File: src/hw/ilv_pkg.sv
// ilv_pkg: shared constants for the interleaved converter output and reload block
// assumes a 200 MHz ref_clk; all counts derive from it
package ilv_pkg;
    localparam int ILV_SAMPLE_W = 12;
    localparam int ILV_CLK_PERIOD_PS = 5000;
    // reload completes within this time after the reset pin rises
    localparam longint ILV_RELOAD_MAX_MS = 600;
    localparam longint ILV_RELOAD_CYCLES = (ILV_RELOAD_MAX_MS * 64'd1000000000) / ILV_CLK_PERIOD_PS;
    // least time the reset pin must stay low, held by the far side
    localparam int ILV_RST_MIN_NS = 200;
    localparam int ILV_RST_MIN_CYCLES = (ILV_RST_MIN_NS * 1000 + ILV_CLK_PERIOD_PS - 1) / ILV_CLK_PERIOD_PS;
    // coefficient word loaded from nonvolatile store
    localparam int ILV_COEF_W = 16;
    localparam int ILV_COEF_FRAC = 14;
    localparam logic [ILV_COEF_W-1:0] ILV_COEF_UNITY = 16'h4000;
    localparam int ILV_CFG_WORDS = 4;
    localparam int ILV_CFG_AW = 2;
    localparam logic [ILV_CFG_AW-1:0] ILV_CFG_GAIN_A = 2'h0;
    localparam logic [ILV_CFG_AW-1:0] ILV_CFG_GAIN_B = 2'h1;
    localparam logic [ILV_CFG_AW-1:0] ILV_CFG_OFS_B = 2'h2;
    localparam logic [ILV_CFG_AW-1:0] ILV_CFG_SKEW_B = 2'h3;
    typedef enum logic [2:0] {
        ILV_ST_HOLD = 3'b001,
        ILV_ST_LOAD = 3'b010,
        ILV_ST_RUN  = 3'b100
    } ilv_state_t;
endpackage

File: src/hw/ilv_cfg_mem.sv
// ilv_cfg_mem: processing-logic configuration memory, registered read port
// assumes the loader writes it word by word before the datapath reads it
`timescale 1ns/1ps
`default_nettype none
module ilv_cfg_mem #(
    parameter int DW = 16,
    parameter int AW = 2
) (
    // clock
    input wire logic ref_clk,
    // write port
    input wire logic wr_en,
    input wire logic [AW-1:0] wr_addr,
    input wire logic [DW-1:0] wr_data,
    // read port
    input wire logic [AW-1:0] rd_addr,
    output logic [DW-1:0] rd_data
);
    logic [DW-1:0] mem_reg [0:(1<<AW)-1];

    always_ff @(posedge ref_clk) begin
        if (wr_en) begin
            mem_reg[wr_addr] <= wr_data;
        end
        rd_data <= mem_reg[rd_addr];
    end
endmodule
`default_nettype wire

File: src/hw/ilv_core.sv
// ilv_core: two-channel interleaved converter digital side: channel clocking,
// mismatch correction, dual half-rate output buses and the reset-driven reload
// assumes sample inputs are synchronous to ref_clk (the encode clock)
`timescale 1ns/1ps
`default_nettype none
module ilv_core
    import ilv_pkg::*;
#(
    parameter int SAMPLE_W = ILV_SAMPLE_W,
    parameter longint RELOAD_CYCLES = ILV_RELOAD_CYCLES
) (
    // clock and reset
    input wire logic ref_clk,
    input wire logic sys_rst,
    // reset pin from the system, active low
    input wire logic reload_rst_n,
    // converter cores, offset binary, one sample per channel clock edge
    input wire logic [SAMPLE_W-1:0] conv_a_data,
    input wire logic [SAMPLE_W-1:0] conv_b_data,
    // nonvolatile configuration store
    output logic cfg_rd_req,
    output logic [ILV_CFG_AW-1:0] cfg_rd_addr,
    input wire logic cfg_rd_valid,
    input wire logic [ILV_COEF_W-1:0] cfg_rd_data,
    // channel clocks
    output logic chan_clk_a,
    output logic chan_clk_b,
    // capture side
    input wire logic capture_ready,
    output logic ready_strobe_first_bus,
    output logic ready_strobe_first_bus_n,
    output logic ready_strobe_second_bus,
    output logic ready_strobe_second_bus_n,
    output logic [SAMPLE_W-1:0] first_bus,
    output logic [SAMPLE_W-1:0] first_bus_n,
    output logic [SAMPLE_W-1:0] second_bus,
    output logic [SAMPLE_W-1:0] second_bus_n,
    output logic reload_busy
);
    if (SAMPLE_W < 2 || SAMPLE_W > ILV_COEF_W) begin : g_bad_width
        $error("ilv_core: SAMPLE_W out of range");
    end
    if (RELOAD_CYCLES < ILV_CFG_WORDS + 2) begin : g_bad_reload
        $error("ilv_core: RELOAD_CYCLES too small");
    end

    localparam int CW = 40;
    localparam int PW = SAMPLE_W + ILV_COEF_W;

    // --------------------------------------------------------------
    // channel clock divider
    // --------------------------------------------------------------
    logic phase_reg;
    always_ff @(posedge ref_clk) begin
        phase_reg <= sys_rst ? 1'b0 : ~phase_reg;
    end
    assign chan_clk_a = phase_reg;
    assign chan_clk_b = ~phase_reg;

    // --------------------------------------------------------------
    // reload sequencer
    // --------------------------------------------------------------
    ilv_state_t state_reg, state_next;
    logic rst_n_d_reg;
    logic [ILV_CFG_AW:0] ld_cnt_reg;
    logic [CW-1:0] tmo_reg;
    logic req_out_reg;
    wire rst_rise = reload_rst_n & ~rst_n_d_reg;
    wire ld_done = cfg_rd_valid && (ld_cnt_reg == (ILV_CFG_AW+1)'(ILV_CFG_WORDS - 1));
    // the store may stall; the time budget ends the reload regardless
    wire tmo_hit = tmo_reg >= CW'(RELOAD_CYCLES - 1);

    always_comb begin
        state_next = state_reg;
        case (state_reg)
            ILV_ST_HOLD: if (reload_rst_n) state_next = ILV_ST_LOAD;
            ILV_ST_LOAD: if (!reload_rst_n) state_next = ILV_ST_HOLD;
                         else if (ld_done || tmo_hit) state_next = ILV_ST_RUN;
            ILV_ST_RUN:  if (!reload_rst_n) state_next = ILV_ST_HOLD;
            default:     state_next = ILV_ST_HOLD;
        endcase
    end

    always_ff @(posedge ref_clk) begin
        if (sys_rst) begin
            state_reg <= ILV_ST_HOLD;
            // idle level of the pin, so no false edge follows reset
            rst_n_d_reg <= 1'b1;
            ld_cnt_reg <= '0;
            tmo_reg <= '0;
            req_out_reg <= 1'b0;
        end else begin
            state_reg <= state_next;
            rst_n_d_reg <= reload_rst_n;
            req_out_reg <= (state_next == ILV_ST_LOAD) && !(cfg_rd_valid && ld_done);
            if (state_reg != ILV_ST_LOAD || rst_rise) begin
                ld_cnt_reg <= '0;
                tmo_reg <= '0;
            end else begin
                tmo_reg <= tmo_reg + CW'(1);
                if (cfg_rd_valid) ld_cnt_reg <= ld_cnt_reg + (ILV_CFG_AW+1)'(1);
            end
        end
    end
    assign cfg_rd_req = req_out_reg && (state_reg == ILV_ST_LOAD);
    assign cfg_rd_addr = ld_cnt_reg[ILV_CFG_AW-1:0];
    assign reload_busy = (state_reg != ILV_ST_RUN);

    // --------------------------------------------------------------
    // correction coefficients
    // --------------------------------------------------------------
    logic [ILV_CFG_AW-1:0] coef_sel_reg;
    logic [ILV_COEF_W-1:0] coef_rd;
    logic [ILV_COEF_W-1:0] gain_a_reg, gain_b_reg, ofs_b_reg, skew_b_reg;
    wire mem_wr = (state_reg == ILV_ST_LOAD) && cfg_rd_valid;
    ilv_cfg_mem #(.DW(ILV_COEF_W), .AW(ILV_CFG_AW)) u_cfg_mem (
        .ref_clk(ref_clk),
        .wr_en(mem_wr),
        .wr_addr(cfg_rd_addr),
        .wr_data(cfg_rd_data),
        .rd_addr(coef_sel_reg),
        .rd_data(coef_rd)
    );
    // coefficients stream out of the memory into working registers
    always_ff @(posedge ref_clk) begin
        if (sys_rst) begin
            coef_sel_reg <= '0;
            gain_a_reg <= ILV_COEF_UNITY;
            gain_b_reg <= ILV_COEF_UNITY;
            ofs_b_reg <= '0;
            skew_b_reg <= '0;
        end else begin
            coef_sel_reg <= coef_sel_reg + ILV_CFG_AW'(1);
            if (state_reg == ILV_ST_RUN) begin
                case (coef_sel_reg - ILV_CFG_AW'(1))
                    ILV_CFG_GAIN_A: gain_a_reg <= coef_rd;
                    ILV_CFG_GAIN_B: gain_b_reg <= coef_rd;
                    ILV_CFG_OFS_B:  ofs_b_reg <= coef_rd;
                    ILV_CFG_SKEW_B: skew_b_reg <= coef_rd;
                    default: ;
                endcase
            end
        end
    end

    // --------------------------------------------------------------
    // mismatch correction datapath
    // --------------------------------------------------------------
    // offset binary to twos complement by msb inversion
    wire signed [SAMPLE_W-1:0] sa = {~conv_a_data[SAMPLE_W-1], conv_a_data[SAMPLE_W-2:0]};
    wire signed [SAMPLE_W-1:0] sb = {~conv_b_data[SAMPLE_W-1], conv_b_data[SAMPLE_W-2:0]};
    logic signed [SAMPLE_W-1:0] sa_hold_reg, sb_hold_reg, sb_prev_reg;
    logic signed [SAMPLE_W-1:0] ca_reg, cb_reg;
    logic pair_vld_reg, corr_vld_reg;

    // skew term: first-order interpolation toward the previous B sample
    wire signed [PW-1:0] pa = sa_hold_reg * $signed(gain_a_reg);
    wire signed [PW-1:0] pb = sb_hold_reg * $signed(gain_b_reg);
    wire signed [SAMPLE_W:0] db = {sb_hold_reg[SAMPLE_W-1], sb_hold_reg} - {sb_prev_reg[SAMPLE_W-1], sb_prev_reg};
    wire signed [PW:0] pk = db * $signed(skew_b_reg);
    wire signed [PW+1:0] sum_b = (PW+2)'(pb) - (PW+2)'(pk)
        + ((PW+2)'($signed(ofs_b_reg)) <<< ILV_COEF_FRAC);
    wire signed [PW-1:0] qa = pa >>> ILV_COEF_FRAC;
    wire signed [PW+1:0] qb = sum_b >>> ILV_COEF_FRAC;

    function automatic logic [SAMPLE_W-1:0] sat(input logic signed [PW+1:0] v);
        logic signed [PW+1:0] mx;
        mx = (PW+2)'((1 << (SAMPLE_W-1)) - 1);
        if (v > mx) sat = {1'b0, {(SAMPLE_W-1){1'b1}}};
        else if (v < -mx - 1) sat = {1'b1, {(SAMPLE_W-1){1'b0}}};
        else sat = v[SAMPLE_W-1:0];
    endfunction

    // A samples on the even phase, B one encode period later
    always_ff @(posedge ref_clk) begin
        if (sys_rst) begin
            sa_hold_reg <= '0;
            sb_hold_reg <= '0;
            sb_prev_reg <= '0;
            ca_reg <= '0;
            cb_reg <= '0;
            pair_vld_reg <= 1'b0;
            corr_vld_reg <= 1'b0;
        end else begin
            if (!phase_reg) sa_hold_reg <= sa;
            if (phase_reg) begin
                sb_prev_reg <= sb_hold_reg;
                sb_hold_reg <= sb;
            end
            pair_vld_reg <= phase_reg && (state_reg == ILV_ST_RUN);
            corr_vld_reg <= pair_vld_reg;
            ca_reg <= sat((PW+2)'(qa));
            cb_reg <= sat(qb);
        end
    end

    // --------------------------------------------------------------
    // two-entry output buffer, one pair per entry
    // --------------------------------------------------------------
    logic [2*SAMPLE_W-1:0] buf_reg [0:1];
    logic wp_reg, rp_reg;
    logic [1:0] cnt_reg;
    wire buf_full = (cnt_reg == 2'h2);
    wire buf_empty = (cnt_reg == 2'h0);
    // capture logic that stalls too long loses whole pairs, never halves
    wire push = corr_vld_reg && !buf_full;
    wire pop = !buf_empty && capture_ready;
    logic [SAMPLE_W-1:0] out_a_reg, out_b_reg;
    logic strobe_reg;

    // keyed on the next state so the buses park high on the very edge that leaves run
    always_ff @(posedge ref_clk) begin
        if (sys_rst || state_next != ILV_ST_RUN) begin
            wp_reg <= 1'b0;
            rp_reg <= 1'b0;
            cnt_reg <= 2'h0;
            strobe_reg <= 1'b0;
            out_a_reg <= '1;
            out_b_reg <= '1;
        end else begin
            if (push) begin
                buf_reg[wp_reg] <= {cb_reg, ca_reg};
                wp_reg <= ~wp_reg;
            end
            if (pop) begin
                {out_b_reg, out_a_reg} <= buf_reg[rp_reg];
                rp_reg <= ~rp_reg;
            end
            cnt_reg <= cnt_reg + (push ? 2'h1 : 2'h0) - (pop ? 2'h1 : 2'h0);
            strobe_reg <= pop;
        end
    end

    // --------------------------------------------------------------
    // differential output pairs
    // --------------------------------------------------------------
    wire hold_hi = (state_reg != ILV_ST_RUN);
    assign first_bus = out_a_reg;
    assign first_bus_n = hold_hi ? '1 : ~out_a_reg;
    assign second_bus = out_b_reg;
    assign second_bus_n = hold_hi ? '1 : ~out_b_reg;
    assign ready_strobe_first_bus = hold_hi | strobe_reg;
    assign ready_strobe_first_bus_n = hold_hi | ~strobe_reg;
    assign ready_strobe_second_bus = hold_hi | strobe_reg;
    assign ready_strobe_second_bus_n = hold_hi | ~strobe_reg;
endmodule
`default_nettype wire

File: config.mk
export PLATFORM = sky130hd
export DESIGN_NAME = ilv_core
export DESIGN_NICKNAME = d
export VERILOG_FILES = /design/src/hw/ilv_pkg.sv /design/src/hw/ilv_cfg_mem.sv /design/src/hw/ilv_core.sv
export SDC_FILE = /design/constraint.sdc
export NUM_CORES = 2
export LEC_CHECK = 0
export BUFFER_PORTS_ARGS = -buffer_cell sky130_fd_sc_hd__buf_4
export CAP_MARGIN = 20
export CORE_MARGIN = 1
export CORE_UTILIZATION = 40
export CTS_CLUSTER_SIZE = 20
export DETAILED_ROUTE_END_ITERATION = 10
export GPL_ROUTABILITY_DRIVEN = 0
export PLACE_DENSITY = 0.57
export SYNTH_ARGS = -nofsm -noshare
export SYNTH_HDL_FRONTEND = slang
export SYNTH_SLANG_ARGS = --single-unit
export TNS_END_PERCENT = 10
File: constraint.sdc
create_clock -name ref_clk -period 23.2 [get_ports ref_clk]
set_clock_uncertainty 0.2 [all_clocks]
set_input_delay 3.48 -clock ref_clk [delete_from_list [all_inputs] [get_ports ref_clk]]
set_output_delay 3.48 -clock ref_clk [all_outputs]
set_load 0.02 [all_outputs]
==> impl_results.md <==
- Status: finished, final reports clean
- Core ar.: roughly 86,000 um^2
- Critical path's slowest cell: xnor2_2
- Worst hold slack: 0.210 ns
- Crit. End Element: register
- Post-synth EDFFs: ~110
- CP top delay family: adder cells
- Setup total negative slack: 0 ns
- Drt first pass iters: 5
- Post-CTS Resized: 0
- Routed Antenna Nets: 0
- Layout cells sized above 1: 0.0694
- Post-Route WL: approximately 83 mm
- CTS Root Cell: clkbuf_16
- Crit-path max FO: 19
- Total CTS buffers: 38
- PwrDens: roughly 70 nW/um^2
- Initial antenna violation count: 5
- Clock Power Share: 0.232
- Leakage power: around 16 nW
- Most common cell after layout, fill and taps aside: inv_1
- Asr flop ratio synth: 0
- Clock latency at the later pin of the worst-skew pair: just under 0.6 ns
- Die Y: 297 um
- Cts hold-fix bufs: 0
- IO Port Bufs: around 100
- Peak Freq: roughly 94 MHz
- Grt ovf: 0
- DR vias: around 23k
- Pins Over Slew Limit: 0
- NetSw: between 1 and 1.5 mW
- Largest net degree at the start of global routing: 84
- Initial Util: 0.406
- Max reg flops: 64
- Detail Placement HPWL: between 60 and 70 mm
- Worst slew pin tran: between 1 and 1.5 ns
- First-pass GRT wire length: between 100 and 150 mm
- WL per Instance: about 17 um
- Gate Count Post-Synth: roughly 3.6k
- Postcts setup bufs: 0
- Net Sw Frac: 0.427
- H-tree depth: 2
- Avg Synthesized Cell Area: 9.77 um^2
- Most frequent cells in the layout: inv_1, fa_1, nand2_1
- Top_reg_cell synth: dfxtp_1
- Buf+Inv Stages, Crit Path: 3
- CP Data Required Time: around 23 ns
- Via density: between 4 and 5
- Total GRT Usage: 0.198
- Hold Path Class: reg2reg
- Die X: just under 300 um
- Layout Nets: 4,454
- Die area: 88,400 um^2
- Initial DRC count: around 1.1k
- Syn nets: roughly 4.5k
- CP most frequent cell: fa_1
- Unrepaired setup endpoints after global routing: no
- Total clock sinks: approximately 330
- Worst Path Arrival: 10.80 ns
- Netlist Area Pre-Place: approximately 35,000 um^2
- P&R area growth vs syn: 8.88%
- Clock tree buffer depth: 3
- Rows: about 110
- I/O pin total: 103
- Max VDD drop: between 100 and 150 uV
- Finish-stage setup viols: 0
- Sequential share of power: 0.252
- Drt drc: 0
- Max stage delay on crit path: 0.78 ns
- Post-Place Setup Slack: about 13 ns
- Max Cap Viol: 0
- CTS tree: built
- Setup CP Type: reg2reg
- Post-route minimum period: ~11 ns
- Yosys cell types: 67
- Final WS setup: around 13 ns
- Logic pwr share: 0.516
- Fin. Hold Viols: 0
- Fin crit share: 0.457
- Vias in the first global route: around 25k
- Flop2flop setup slack: 12.59 ns
- Reg clk slew, reported paths: 0.06 ns
- Yosys Warn Count: 0
- Slew headroom: 0.311
- Seq/Total Area, Yosys: 0.224
- Internal: ~1.5 mW
- Setup crit start kind: register
- Synthesis-stage register bit count: 334
cell usage after synthesis (all sizes together) (9+ instances only):
cell type	instances	share of area
a21o	19	0.0041
a21oi	107	0.016
and2	186	0.033
and3	16	0.0029
buf	16	0.0028
clkbuf	157	0.017
dfxtp	222	0.13
edfxtp	112	0.096
fa	647	0.37
ha	191	0.069
inv	726	0.078
mux2i	61	0.018
mux4	16	0.010
nand2	583	0.063
nand2b	47	0.0084
nand3	25	0.0036
nand4	19	0.0034
nor2	134	0.015
nor2b	25	0.0045
nor3	14	0.0020
o21ai	51	0.0073
o22ai	12	0.0039
or3	9	0.0016
xnor2	52	0.013
xor2	45	0.011
kinds of logic after synthesis:
| family | after synthesis | share of synthesized area |
|---|---|---|
| xor+xnor | 97 | 0.0244 |
| fa+ha+maj | 838 | 0.440 |
| compound gates | 240 | 0.0435 |
| simple gates | 1085 | 0.143 |
| buf+inv | 900 | 0.0979 |
| mux | 77 | 0.0278 |
| flops | 334 | 0.224 |
path summary, 6_finish.rpt:
path	from	endpoint	cells after the start
worst max-delay path	sb_hold_reg[0]	cb_reg[10]	30
worst min-delay path	ca_reg[2]	buf_reg[0][2]	0
worst max register to register	sb_hold_reg[0]	cb_reg[10]	30
worst min register to register	ca_reg[2]	buf_reg[0][2]	0
power groups by stage:
stage          registers (mW)  logic [mW]  clock network (mW)
6_report                0.673        1.37               0.618
2_1_floorplan           0.661        1.01                   0
3_3_place_gp            0.686        1.35                   0
5_1_grt                 0.675        1.52               0.657
3_5_place_dp            0.685        1.34                   0
4_1_cts                 0.673        1.36               0.636
final cells by class:
class	count	area [um^2]
antenna	1	2.50
clock buffer	48	1040
clock inverter	22	256
fill	8284	47800
inverter	727	2730
multi-input combinational	2337	23700
sequential	334	7810
tap	1144	1430
timing repair buffer	133	1010
metrics by stage:
step | instances | power, mW | utilization | instance area, um^2
2_1_floorplan | 3571 | 1.67 | - | 34900
3_3_place_gp | 4673 | 2.04 | 0.427 | 36700
3_5_place_dp | 4673 | 2.03 | 0.427 | 36700
4_1_cts | 4743 | 2.67 | 0.442 | 38000
5_1_grt | 4745 | 2.85 | 0.443 | 38000
6_report | 4746 | 2.67 | 0.443 | 38000
routing by layer:
metal  wire [um]  GRT usage  vias up
met4        1620     0.0430       10
met5          62          0        -
met2       41000      0.342      375
met1       36700      0.264    11670
met3        3270     0.0272      102
li1            -          -    10754
No activity file was read; power rests on OpenSTA's default activity.
